### config.mk
export PLATFORM = sky130hd
export DESIGN_NAME = flip_poller
export DESIGN_NICKNAME = d
export VERILOG_FILES = /design/src/flip_pkg.sv /design/src/flip_arbiter.sv /design/src/flip_poller.sv
export SDC_FILE = /design/constraint.sdc
export NUM_CORES = 1
export LEC_CHECK = 0
export BUFFER_PORTS_ARGS = -buffer_cell sky130_fd_sc_hd__buf_2
export CORE_ASPECT_RATIO = 0.7
export CORE_MARGIN = 4
export CORE_UTILIZATION = 45
export DETAILED_ROUTE_END_ITERATION = 10
export PLACE_DENSITY = 0.72
export REMOVE_ABC_BUFFERS = 1
export SLEW_MARGIN = 20
export SYNTH_ARGS = -nofsm -noshare
export SYNTH_HDL_FRONTEND = slang
export SYNTH_SLANG_ARGS = --single-unit
### constraint.sdc
create_clock -name mclk -period 7.6 [get_ports mclk]
set_input_delay 1.9 -clock mclk [delete_from_list [all_inputs] [get_ports mclk]]
set_output_delay 1.9 -clock mclk [all_outputs]
set_load 0.01 [all_outputs]
### src/flip_pkg.sv
// Shared constants and types for the four-level interrupt poller
package flip_pkg;
  localparam int unsigned NUM_SRC = 6;
  localparam int unsigned NUM_LVL = 4;
  localparam logic [7:0] ADDR_ENABLE = 8'ha8;
  localparam logic [7:0] ADDR_PRIO_HIGH = 8'hb7;
  localparam logic [7:0] ADDR_PRIO_LOW = 8'hb8;
  localparam logic [7:0] RST_ENABLE = 8'h00;
  localparam logic [7:0] RST_PRIO = 8'h00;
  localparam int unsigned BIT_GLOBAL_EN = 7;
  // Bits 6 of the enable register and 7:6 of both priority registers are not implemented
  localparam logic [7:0] MASK_ENABLE = 8'hbf;
  localparam logic [7:0] MASK_PRIO = 8'h3f;
  localparam int unsigned SRC_EXT0 = 0;
  localparam int unsigned SRC_TMR0 = 1;
  localparam int unsigned SRC_EXT1 = 2;
  localparam int unsigned SRC_TMR1 = 3;
  localparam int unsigned SRC_SERIAL = 4;
  localparam int unsigned SRC_TMR2 = 5;
  localparam logic [2:0] SRC_NONE = 3'h7;
  localparam logic [1:0] LVL_TOP = 2'h3;

  // Register write port of the core's special function register bus
  typedef struct packed {
    logic wr_en;
    logic [7:0] addr;
    logic [7:0] wdata;
  } flip_sfr_wr_t;

  // Per-cycle instruction status from the core's sequencer
  typedef struct packed {
    logic last_cycle;
    logic is_return_from_interrupt;
    logic touches_irq_regs;
  } flip_core_stat_t;

  // Hardware call request toward the core
  typedef struct packed {
    logic req;
    logic [2:0] src;
    logic [1:0] level;
  } flip_call_t;
endpackage

### src/flip_arbiter.sv
// Combinational winner selection among enabled sampled requests
`timescale 1ns/10ps
module flip_arbiter #(
  parameter int unsigned NSRC = flip_pkg::NUM_SRC
) (
  input wire logic [NSRC-1:0] pending,
  input wire logic [NSRC-1:0] prio_high,
  input wire logic [NSRC-1:0] prio_low,
  output logic found,
  output logic [2:0] win_src,
  output logic [1:0] win_level
);
  initial
  begin
    if (NSRC < 1 || NSRC > 7)
      $error("flip_arbiter: NSRC must be 1..7");
  end

  always_comb
  begin
    found = 1'b0;
    win_src = flip_pkg::SRC_NONE;
    win_level = 2'h0;
    // Walk from last to first so that a lower index wins ties
    for (int i = NSRC - 1; i >= 0; i--)
    begin
      if (pending[i] && (!found || {prio_high[i], prio_low[i]} >= win_level))
      begin
        found = 1'b1;
        win_src = 3'(i);
        win_level = {prio_high[i], prio_low[i]};
      end
    end
  end
endmodule

### src/flip_poller.sv
// Four-level interrupt poller: sampling, enables, priority and call issue
// Behaviour
// - Request flags are captured at the S5P2 phase and only those captures are polled one clock later, at the cycle enable of the same machine cycle.
// - A captured, enabled, unblocked request raises a hardware call request naming its source.
// - No call is raised while a routine of equal or higher level than the winner is in progress.
// - A call is raised only when polling coincides with the last cycle of the current instruction, which the core flags.
// - A return from interrupt or an access to the enable or priority registers blocks the call for that instruction.
// - A blocked request is not remembered; each poll looks only at fresh samples.
// - The fixed order only breaks ties within one level, and timer 2 is sixth and lowest.
// - The high priority register holds timer 2, serial, timer 1, ext 1, timer 0, ext 0 at bits 5 down to 0.
// - Same-level ties resolve ext 0, timer 0, ext 1, timer 1, serial, timer 2.
// - Each source has its own enable and a global enable suppresses all sources.
// - Level is the high bit over the low bit, 00 lowest through 11 highest.
// - Only a strictly higher level preempts, and a level 3 routine is never preempted.
`timescale 1ns/10ps
module flip_poller #(
  parameter int unsigned NSRC = flip_pkg::NUM_SRC
) (
  input wire logic mclk,
  input wire logic nrst,
  input wire logic s5p2_en,
  input wire logic cycle_en,
  input wire logic [NSRC-1:0] req_flags,
  input wire flip_pkg::flip_sfr_wr_t sfr_wr,
  input wire logic [7:0] sfr_raddr,
  input wire flip_pkg::flip_core_stat_t core_stat,
  output flip_pkg::flip_call_t call_out,
  output logic [7:0] sfr_rdata,
  output logic [flip_pkg::NUM_LVL-1:0] in_progress
);
  initial
  begin
    if (NSRC != flip_pkg::NUM_SRC)
      $error("flip_poller: register layout serves exactly six sources");
  end

  logic [7:0] enable_reg;
  logic [7:0] prio_high_reg;
  logic [7:0] prio_low_reg;
  logic [NSRC-1:0] sample_reg;
  logic [flip_pkg::NUM_LVL-1:0] active_reg;
  logic [flip_pkg::NUM_LVL-1:0] active_next;
  flip_pkg::flip_call_t call_reg;
  logic [7:0] rdata_reg;
  logic [NSRC-1:0] pending;
  logic found;
  logic [2:0] win_src;
  logic [1:0] win_level;
  logic [1:0] top_active;
  logic any_active;
  logic level_ok;
  logic blocked;

  // Register writes; unimplemented bits are held at zero regardless of what software writes
  always_ff @(posedge mclk)
  begin
    if (!nrst)
    begin
      enable_reg <= flip_pkg::RST_ENABLE;
      prio_high_reg <= flip_pkg::RST_PRIO;
      prio_low_reg <= flip_pkg::RST_PRIO;
    end
    else if (sfr_wr.wr_en)
    begin
      if (sfr_wr.addr == flip_pkg::ADDR_ENABLE)
        enable_reg <= sfr_wr.wdata & flip_pkg::MASK_ENABLE;
      if (sfr_wr.addr == flip_pkg::ADDR_PRIO_HIGH)
        prio_high_reg <= sfr_wr.wdata & flip_pkg::MASK_PRIO;
      if (sfr_wr.addr == flip_pkg::ADDR_PRIO_LOW)
        prio_low_reg <= sfr_wr.wdata & flip_pkg::MASK_PRIO;
    end
  end

  // Read mux is registered so the data output comes from a flop
  always_ff @(posedge mclk)
  begin
    if (!nrst)
      rdata_reg <= 8'h00;
    else
    begin
      unique case (sfr_raddr)
        flip_pkg::ADDR_ENABLE: rdata_reg <= enable_reg;
        flip_pkg::ADDR_PRIO_HIGH: rdata_reg <= prio_high_reg;
        flip_pkg::ADDR_PRIO_LOW: rdata_reg <= prio_low_reg;
        default: rdata_reg <= 8'h00;
      endcase
    end
  end

  // Samples are overwritten every machine cycle, so nothing blocked is carried forward
  always_ff @(posedge mclk)
  begin
    if (!nrst)
      sample_reg <= '0;
    else if (s5p2_en)
      sample_reg <= req_flags;
  end

  assign pending = sample_reg & enable_reg[NSRC-1:0] & {NSRC{enable_reg[flip_pkg::BIT_GLOBAL_EN]}};

  flip_arbiter #(
    .NSRC(NSRC)
  ) u_arb (
    .pending(pending),
    .prio_high(prio_high_reg[NSRC-1:0]),
    .prio_low(prio_low_reg[NSRC-1:0]),
    .found(found),
    .win_src(win_src),
    .win_level(win_level)
  );

  always_comb
  begin
    any_active = |active_reg;
    top_active = 2'h0;
    for (int l = 0; l < flip_pkg::NUM_LVL; l++)
    begin
      if (active_reg[l])
        top_active = 2'(l);
    end
    // Level 3 can never exceed an active level 3, so it is never preempted
    level_ok = !any_active || (win_level > top_active);
    blocked = !level_ok || !core_stat.last_cycle
      || core_stat.is_return_from_interrupt || core_stat.touches_irq_regs;
  end

  // Call request stands for one machine-cycle enable period
  always_ff @(posedge mclk)
  begin
    if (!nrst)
      call_reg <= '{req: 1'b0, src: flip_pkg::SRC_NONE, level: 2'h0};
    else if (cycle_en)
    begin
      call_reg.req <= found && !blocked;
      call_reg.src <= found ? win_src : flip_pkg::SRC_NONE;
      call_reg.level <= win_level;
    end
  end

  always_comb
  begin
    active_next = active_reg;
    // Only the final cycle of a return counts, so a multi-cycle return clears one marker, not several
    if (cycle_en && core_stat.is_return_from_interrupt && core_stat.last_cycle && any_active)
      active_next[top_active] = 1'b0;
    if (cycle_en && found && !blocked)
      active_next[win_level] = 1'b1;
  end

  always_ff @(posedge mclk)
  begin
    if (!nrst)
      active_reg <= '0;
    else
      active_reg <= active_next;
  end

  assign call_out = call_reg;
  assign sfr_rdata = rdata_reg;
  assign in_progress = active_reg;
endmodule

==> impl_results.md, run 1 <==
- Run status: finished clean
- Crit-path most repeated cell: ha_1
- Core Box Area: 0.00486 mm²
- Final setup vio count: 0
- Worst r2r path cells: 40
- Post-synth EDFFs: 0
- Synth Area in Adders: 6.50%
- Worst Hold Launch: call_out[5]$_SDFFE_PN0P_
- Worst R2R Start: sample_reg[5]$_SDFFE_PN0P_
- Total CTS buffers: 5
- GRT overflow: 0
- Row cnt: 21
- Worst-Skew Late Latency: 280 ps
- Worst-path maximum fanout: 7
- # DRC: 0
- Leading area contributor after synthesis: dfxtp_1
- Number of synthesized register bits: 42
- Die width: 93.6 µm
- I/O Buffers: 53
- Tcrit/Tclk final: 96.4%
- CP max stage delay: 400 ps
- Post-DP Area: 0.00274 mm²
- Primary FF master, synth: dfxtp_1
- Max-slew violations: 0
- Vias: 2193
- Pin count of the biggest net entering global routing: 37
- Hpwl dp: 4.37 mm
- HP Class: reg2reg
- CTS tree: built
- Reg2reg setup slack: 280 ps
- Worst IR Drop VDD: 115 µV
- Clk sinks: 42
- Diode count: 0
- Gpl congestion: 0.809
- Worst R2R End: in_progress[1]$_SDFF_PN0_
- CP Class: reg2reg
- Final Hold Viols: 0
- Register area share after synthesis: 36.4%
- Worst EP required: 7780 ps
- Worst Setup End Kind: flop
- Placed Cells: 389
- Drt pass-1 iters: 4
- Final instance area: 0.00293 mm²
- Synth Area in XOR/XNOR: 0%
- Die Area: 0.00636 mm²
- Synth top cells by count: 42 x dfxtp_1, 42 x nor2_1, 25 x mux2i_1, 13 x nand2_1, 12 x ha_1
- Post-DR wirelength/cell: 14.8 µm
- WHS: 481 ps
- Min-Delay Path Depth: 2
- Critical path arrival: 7510 ps
- I/O pin total: 56
- Leak: 1.27 nW
- Cell variety after synth: 54
- Tmin final: 7320 ps
- Share of layout cells above drive strength 1: 34.0%
- Final #Nets: 381
- Worst Setup Start Kind: flop
- Async S/R FF share, synth: 0%
- H-tree Lvls: 2
- Post-synth top area share: 36.4%
- Routed WL: 5.94 mm
- Proportion of synthesized area in mux cells: 14.7%
- Slew margin rel.: 28.1%
- Longest Clk Path Bufs: 2
- Max Fclk: 137 MHz
- Avg Inst Size Synth: 8.85 µm²
- Synth area leaders: dfxtp_1 36%, mux2i_1 11%, nor2_1 6.8%
- Post-Layout Cell Count: 401
- First-pass GRT wire length: 9.19 mm
- Iter 0 DRT Violations: 93
- Area growth syn-to-layout: 26.8%
- Worst-path clk slew: 80 ps
- Slowest CP cell: or3b_4
- Post-synthesis cell area: 0.00231 mm²
- Synth Area in Compound Gates: 15.9%
- Die H: 67.9 µm
- Gate Count Post-Synth: 261
- ANT nets after route: 0
- Slew @ Worst Pin: 1070 ps
- # Max-Cap Violations: 0
- Vias in the first global route: 1884
- Total GRT Usage: 18.1%
- Tot Pwr: 0.000403 W
- CTS Hold Bufs: 0
- Initial core utilization: 47.5%
- Power Density: 138 mW/mm²
- Clk Tree Root Cell: clkbuf_8
- Clock Skews: 6.19 ps
- Initial antenna violation count: 0
- DR vias/cell: 5.47
- Synth Area in Simple Gates: 22.2%
- Hold EP: call_out[5]$_SDFFE_PN0P_
- Synth Warn #: 0
- Combinational family with the most area after synthesis: simple AND/OR/NAND/NOR gates
-- layer usage --
layer	global-route usage (%)	vias to the layer above	part of all wire, %
met5	0	-	0
li1	-	1087	-
met1	27.4	1044	51
met2	27.2	58	42
met4	1.62	0	0.56
met3	4.07	4	6.3
-- how the worst max path moves through the flow --
stage                     cells after the start                  startpoint                   endpoint
final                                        40  sample_reg[5]$_SDFFE_PN0P_  in_progress[1]$_SDFF_PN0_
after global routing                         41  sample_reg[5]$_SDFFE_PN0P_  in_progress[1]$_SDFF_PN0_
after CTS                                    40  enable_reg[7]$_SDFFE_PN0P_  in_progress[1]$_SDFF_PN0_
after detailed placement                     40  enable_reg[7]$_SDFFE_PN0P_  in_progress[1]$_SDFF_PN0_
after global placement                       40  enable_reg[7]$_SDFFE_PN0P_  in_progress[1]$_SDFF_PN0_
after floorplan                              37  enable_reg[7]$_SDFFE_PN0P_  in_progress[1]$_SDFF_PN0_
-- placed cells by master (no fill, tap or decap), drive strengths merged, types with 2 or more instances in the layout --
cell    netlist  routed
a21oi         6       6
clkinv        1       2
a22oi         7       7
a21o          2       2
nand4         3       3
o21ai         9       9
or3           2       2
o31a          2       2
o22ai         3       3
nand3        10      10
a211oi        4       4
nand3b        4       4
nand2        13      13
o21a          3       3
mux2i        25      25
mux2          8       8
and2          2       2
clkbuf        7       6
inv           9       9
nor3b         2       2
o221ai        2       2
nor2         42      42
and4          2       2
buf           5      75
a211o         2       2
dfxtp        42      42
ha           12      12
nand2b        9       9
nor3          6       6
-- critical path, delay by kind of cell (launching register included) --
kind / cells / cell delay (ps)
buffers and inverters: 4 / 560
adder cells (fa/ha/maj): 6 / 1670
AND/OR/NAND/NOR: 15 / 2100
AO/OA/AOI/OAI: 14 / 2200
multiplexers: 1 / 340
flip-flops: 1 / 340
-- report_power, final --
group	switching (W)	internal [W]	leakage, nW
logic	0.0000157	0.0000130	0.879
clock network	0.0000757	0.0000731	0.0472
registers	0.00000271	0.000223	0.341
-- through the flow --
| step | TNS (ps) | setup WS (ps) | util, % |
|---|---|---|---|
| after floorplan | 0 | 148 | - |
| after global routing | -53.8 | -40.8 | 60.2 |
| after detailed placement | 0 | 38.6 | 56.3 |
| after CTS | 0 | 64.9 | 58.4 |
| final | 0 | 277 | 60.2 |
| after global placement | 0 | 132 | 56.3 |
-- cell type report --
class                      instances  area, µm²
clock buffer                       6       82.6
clock inverter                     2       12.5
fill                             456       1930
inverter                          10       37.5
multi-input combinational        197       1440
sequential                        42        842
tap                               69       86.3
timing repair buffer              75        430
-- cells by family (layout without fill, tap and decap cells) --
logic type	count (synthesis)	after routing
DFF	42	42
and+or+nand+nor	102	102
adders and majority gates	12	12
muxes	33	33
other	1	1
buffers and inverters	22	93
AOI/OAI and AO/OA	49	49
-- what timing repair did --
item / in CTS / in global routing
pin swaps: 0 / 4
gates resized for setup: 1 / 14
buffers inserted: 0 / 4
setup endpoints to repair: 1 / 5
(Power assumes the default switching activity.)
==> run 2: changes to the inputs <==
- CELL_PAD_IN_SITES_DETAIL_PLACEMENT: unset -> 2
- CELL_PAD_IN_SITES_GLOBAL_PLACEMENT: unset -> 2
- CORE_UTILIZATION: 45 -> 28
- PLACE_DENSITY: 0.72 -> unset
- PLACE_DENSITY_LB_ADDON: unset -> 0.1
- SLEW_MARGIN: 20 -> unset
==> impl_results.md, run 2 (synthesized netlist as in run 1, its figures left out) <==
- Longest Clk Path Bufs: 2 (unchanged)
- Post-DP Area: 0.00289 mm² (was 0.00274 mm²)
- Clk Tree Root Cell: clkbuf_16 (was clkbuf_8)
- DR vias/cell: 5.12 (was 5.47)
- Total GRT Usage: 17.0% (was 18.1%)
- Area growth syn-to-layout: 47.9% (was 26.8%)
- Routed WL: 8.70 mm (was 5.94 mm)
- Largest delay share family, worst path: compound AO/OA/AOI/OAI gates (unchanged)
- # DRC: 0 (unchanged)
- Max Fclk: 137 MHz (about the same)
- Worst-path clk slew: 70 ps (was 80 ps)
- Slew @ Worst Pin: 1060 ps (was 1070 ps)
- Diode count: 0 (unchanged)
- Tcrit/Tclk final: 96.2% (was 96.4%)
- Slowest CP cell: a221o_1 (was or3b_4)
- Worst EP required: 7790 ps (was 7780 ps)
- Final instance area: 0.00342 mm² (was 0.00293 mm²)
- Final setup vio count: 0 (unchanged)
- CP Class: reg2reg (unchanged)
- Worst Setup End Kind: flop (unchanged)
- Die Area: 0.00979 mm² (was 0.00636 mm²)
- Worst R2R Start: sample_reg[5]$_SDFFE_PN0P_ (unchanged)
- ANT nets after route: 0 (unchanged)
- Worst Setup Start Kind: flop (unchanged)
- Vias: 2330 (was 2193)
- Pin count of the biggest net entering global routing: 36 (was 37)
- Slew margin rel.: 28.9% (was 28.1%)
- I/O pin total: 56 (unchanged)
- Tmin final: 7310 ps (was 7320 ps)
- Post-DR wirelength/cell: 19.1 µm (was 14.8 µm)
- Total CTS buffers: 5 (unchanged)
- Final worst slack: 288 ps (was 277 ps)
- Share of layout cells above drive strength 1: 44.6% (was 34.0%)
- CP Buf/Inv Count: 5 (was 4)
- Final Hold Viols: 0 (unchanged)
- I/O Buffers: 53 (unchanged)
- Filler Cells Inserted: 866 (was 456)
- Row cnt: 27 (was 21)
- Final core utilization: 43.0% (was 60.2%)
- Dpl ws: -208 ps (was 38.6 ps)
- Clock Skews: 6.14 ps (was 6.19 ps)
- # Max-Cap Violations: 0 (unchanged)
- Core Box Area: 0.00794 mm² (was 0.00486 mm²)
- Worst-path maximum fanout: 4 (was 7)
- Clk sinks: 42 (unchanged)
- Tot Pwr: 0.000542 W (was 0.000403 W)
- Crit-path most repeated cell: buf_4 (was ha_1)
- Leak: 1.48 nW (was 1.27 nW)
- Die width: 117 µm (was 93.6 µm)
- Most frequent cells in the layout: 53 x buf_2, 43 x buf_4, 41 x nor2_1, 37 x dfxtp_1, 25 x mux2i_1 (was 53 x buf_2, 41 x nor2_1, 41 x dfxtp_1, 25 x mux2i_1, 22 x buf_4)
- CTS tree: built (unchanged)
- GRT overflow: 0 (unchanged)
- Max-slew violations: 0 (unchanged)
- Initial antenna violation count: 0 (unchanged)
- First-pass GRT wire length: 13.0 mm (was 9.19 mm)
- Final #Nets: 403 (was 381)
- Gpl congestion: 0.826 (was 0.809)
- HP Class: reg2reg (unchanged)
- Worst Hold Launch: call_out[5]$_SDFFE_PN0P_ (unchanged)
- Drt pass-1 iters: 4 (unchanged)
- CP max stage delay: 350 ps (was 400 ps)
- Worst-Skew Late Latency: 300 ps (was 280 ps)
- Initial core utilization: 29.1% (was 47.5%)
- Run status: finished clean (unchanged)
- Critical path arrival: 7500 ps (was 7510 ps)
- Die H: 84.0 µm (was 67.9 µm)
- Critical Path Source: sample_reg[5]$_SDFFE_PN0P_ (unchanged)
- Commonest non-fill, non-tap cell in the layout: buf_2 (unchanged)
- Power Density: 159 mW/mm² (was 138 mW/mm²)
- Worst IR Drop VDD: 105 µV (was 115 µV)
- Iter 0 DRT Violations: 79 (was 93)
- Hpwl dp: 6.17 mm (was 4.37 mm)
- H-tree Lvls: 2 (unchanged)
- Vias in the first global route: 2529 (was 1884)
run 2: changes by cell type in the layout (fill, tap and decap cells not counted), sizes merged:
cell / before / now
clkinvlp: 1 / 0
clkbuf: 6 / 5
buf: 75 / 97
bufinv: 0 / 2
run 2: what timing repair did:
item / CTS / global route
pin swaps: 5 / 23
hold endpoints to repair: 0 / 0
setup buffers: 5 / 9
hold buffers: 0 / 0
resized for setup: 4 / 42
cloned: 0 / 0
setup endpoints to repair: 5 / 5
run 2: area by class of cell:
type                            instances  area [µm²]  area share, %
Clock inverter                          3        68.8           2.01
Clock buffer                            5         125           3.66
Multi-Input combinational cell        197        1610           47.1
Inverter                               10        37.5           1.10
Sequential cell                        42         850           24.9
Tap cell                              101         126           3.70
Timing Repair Buffer                   97         599           17.5
run 2: per-stage QoR:
step	hold slack, ps	setup TNS [ps]	cells
2_1_floorplan	460	0	249
3_3_place_gp	466	0	435
3_5_place_dp	467	-456	435
4_1_cts	476	0	448
5_1_grt	516	-658	455
6_report	472	0	455
run 2: final timing paths:
kind                                                  end  slack [ps]  depth (start not counted)
worst max-delay path            in_progress[1]$_SDFF_PN0_         290                         41
worst min-delay path             call_out[5]$_SDFFE_PN0P_         470                          2
worst max register to register  in_progress[1]$_SDFF_PN0_         290                         41
worst min register to register   call_out[5]$_SDFFE_PN0P_         470                          2
run 2: worst reg2reg max path: cells and delay by family, from the launching register on:
family | cells | cell delay, ps
simple gates | 17 | 2140
fa+ha+maj | 6 | 1600
compound gates | 13 | 2480
buf+inv | 5 | 670
flops | 1 | 340
run 2: metal layers:
metal / up-vias / part of all wire, % / track usage (%) / routed length (µm)
met5: - / 0 / 0 / 0
met4: 0 / 1.2 / 3.44 / 106
met3: 9 / 4.0 / 3.70 / 347
met2: 46 / 46 / 27.1 / 4040
met1: 1149 / 48 / 23.6 / 4210
li1: 1126 / - / - / -
run 2: report_power, final:
part | internal [W] | switching [W]
sequential | 0.000223 | 0.00000297
clock | 0.000189 | 0.0000959
combinational | 0.0000138 | 0.0000173
total | 0.000426 | 0.000116
==> run 3: changes to the inputs <==
- clock period: 7.6 -> 6.1 ns (I/O delays scaled with it)
==> impl_results.md, run 3 (synthesized netlist as in run 1, its figures left out) <==
- Core Box Area: 0.00794 mm² (unchanged)
- Routed WL: 9.77 mm (was 8.70 mm)
- Clk network pwr share: 46.1% (was 52.6%)
- Total GRT Usage: 18.1% (was 17.0%)
- GRT overflow: 0 (unchanged)
- Diode count: 0 (unchanged)
- Clock Skews: 4.04 ps (was 6.14 ps)
- Slowest CP cell: dfxtp_2 (was a221o_1)
- Switching part of the total: 23.7% (was 21.4%)
- Pin count of the biggest net entering global routing: 36 (unchanged)
- Worst-Skew Late Latency: 290 ps (was 300 ps)
- Leak: 1.57 nW (was 1.48 nW)
- Tmin final: 7380 ps (was 7310 ps)
- Failing checks: negative setup slack
- Tcrit/Tclk final: 121% (was 96.2%)
- Iter 0 DRT Violations: 78 (was 79)
- Drt pass-1 iters: 4 (unchanged)
- Vias: 2427 (was 2330)
- H-tree Lvls: 2 (unchanged)
- Internal: 0.000460 W (was 0.000426 W)
- RSZ-0062 raised after global routing: yes
- Comb power frac: 7.3% (was 5.7%)
- Die Area: 0.00979 mm² (unchanged)
- CP Class: reg2reg (unchanged)
- Crit-path most repeated cell: ha_1 (was buf_4)
- Hpwl dp: 6.13 mm (was 6.17 mm)
- Initial core utilization: 29.1% (unchanged)
- CP max stage delay: 360 ps (was 350 ps)
- Slew margin rel.: 33.4% (was 28.9%)
- Power Density: 169 mW/mm² (was 159 mW/mm²)
- Die width: 117 µm (unchanged)
- CTS tree: built (unchanged)
- Setup TNS: -7230 ps (was 0 ps)
- Final Hold Viols: 0 (unchanged)
- DR vias/cell: 5.17 (was 5.12)
- Tot Pwr: 0.000602 W (was 0.000542 W)
- Switching power: 0.000143 W (was 0.000116 W)
- Run status: finished, violations left (was finished clean)
- Die H: 84.0 µm (unchanged)
- # DRC: 0 (unchanged)
- Worst Setup End Kind: flop (unchanged)
- Critical path arrival: 7600 ps (was 7500 ps)
- Final setup vio count: 9 (was 0)
- I/O pin total: 56 (unchanged)
- Longest Clk Path Bufs: 2 (unchanged)
- Clk Tree Root Cell: clkbuf_16 (unchanged)
- Worst Setup Start Kind: flop (unchanged)
- Share of layout cells above drive strength 1: 48.6% (was 44.6%)
- I/O Buffers: 53 (unchanged)
- HP Class: reg2reg (unchanged)
- Worst EP required: 6320 ps (was 7790 ps)
- Worst-path maximum fanout: 4 (unchanged)
- Total CTS buffers: 5 (unchanged)
- Worst IR Drop VDD: 87.3 µV (was 105 µV)
- # Max-Cap Violations: 0 (unchanged)
- Final #Nets: 417 (was 403)
- Most frequent cells in the layout: 53 x buf_2, 53 x buf_4, 38 x nor2_1, 38 x dfxtp_1, 25 x mux2i_1 (was 53 x buf_2, 43 x buf_4, 41 x nor2_1, 37 x dfxtp_1, 25 x mux2i_1)
- Initial antenna violation count: 0 (unchanged)
- First-pass GRT wire length: 13.6 mm (was 13.0 mm)
- Max-slew violations: 0 (unchanged)
- Sequential power share: 46.6% (was 41.7%)
- Final worst slack: -1280 ps (was 288 ps)
- Max Fclk: 135 MHz (was 137 MHz)
- Area growth syn-to-layout: 54.0% (was 47.9%)
- Post-DR wirelength/cell: 20.8 µm (was 19.1 µm)
- Vias in the first global route: 2542 (was 2529)
- Row cnt: 27 (unchanged)
- Gpl congestion: 0.783 (was 0.826)
- Worst-path clk slew: 60 ps (was 70 ps)
- Slew @ Worst Pin: 992 ps (was 1060 ps)
- Clk sinks: 42 (unchanged)
- ANT nets after route: 0 (unchanged)
- CTS Hold Bufs: 0 (unchanged)
## run 3: metal layers
metal	wire, µm	GRT usage (%)	up-vias	share of wire, %
li1	-	-	1151	-
met1	4530	25.5	1206	46
met2	4650	28.6	57	48
met3	441	3.84	13	4.5
met4	144	3.44	0	1.5
met5	0	0	-	0
## run 3: final cells by class
cell class                 count  area (µm²)
fill                         865        4380
clock inverter                 1        5.00
clock buffer                   7         143
tap                          101         126
multi-input combinational    197        1680
inverter                      10        37.5
sequential                    42         848
timing repair buffer         111         719
## run 3: path summary, 6_finish.rpt
check                              endpoint                       start  cells after the start  slack [ps]
hold reg to reg    call_out[5]$_SDFFE_PN0P_    call_out[5]$_SDFFE_PN0P_                      2         480
hold / removal     call_out[5]$_SDFFE_PN0P_    call_out[5]$_SDFFE_PN0P_                      2         480
setup / recovery  in_progress[3]$_SDFF_PN0_  sample_reg[5]$_SDFFE_PN0P_                     39       -1280
setup reg to reg  in_progress[3]$_SDFF_PN0_  sample_reg[5]$_SDFFE_PN0P_                     39       -1280
## run 3: stage by stage
| step | hold slack, ps | area (µm²) | instances | setup slack, ps | util, % |
|---|---|---|---|---|---|
| 2_1_floorplan | 460 | 2250 | 249 | -1350 | - |
| 3_3_place_gp | 466 | 2940 | 442 | -1380 | 37.1 |
| 3_5_place_dp | 473 | 2940 | 442 | -1590 | 37.1 |
| 4_1_cts | 483 | 3320 | 461 | -1070 | 41.9 |
| 5_1_grt | 496 | 3560 | 469 | -1580 | 44.8 |
| 6_report | 479 | 3560 | 469 | -1280 | 44.8 |
## run 3: repair_timing
action	4_1_cts	5_1_grt
endpoints found under the setup margin	10	10
resized for setup	32	31
buffers inserted	13	12
pin swaps	28	29
## run 3: critical path, delay by kind of cell (launching register included)
family / cells / cell delay (ps)
flops: 1 / 360
buf+inv: 5 / 630
fa+ha+maj: 6 / 1700
mux: 1 / 310
simple gates: 13 / 1810
compound gates: 14 / 2490
## run 3: power by group through the flow
| stage | registers [W] | clock network (W) | logic (W) |
|---|---|---|---|
| floorplan | 0.000287 | 0 | 0.0000125 |
| global placement | 0.000287 | 0 | 0.0000396 |
| detailed placement | 0.000287 | 0 | 0.0000409 |
| CTS | 0.000281 | 0.000280 | 0.0000423 |
| global route | 0.000281 | 0.000294 | 0.0000482 |
| finish | 0.000281 | 0.000278 | 0.0000441 |
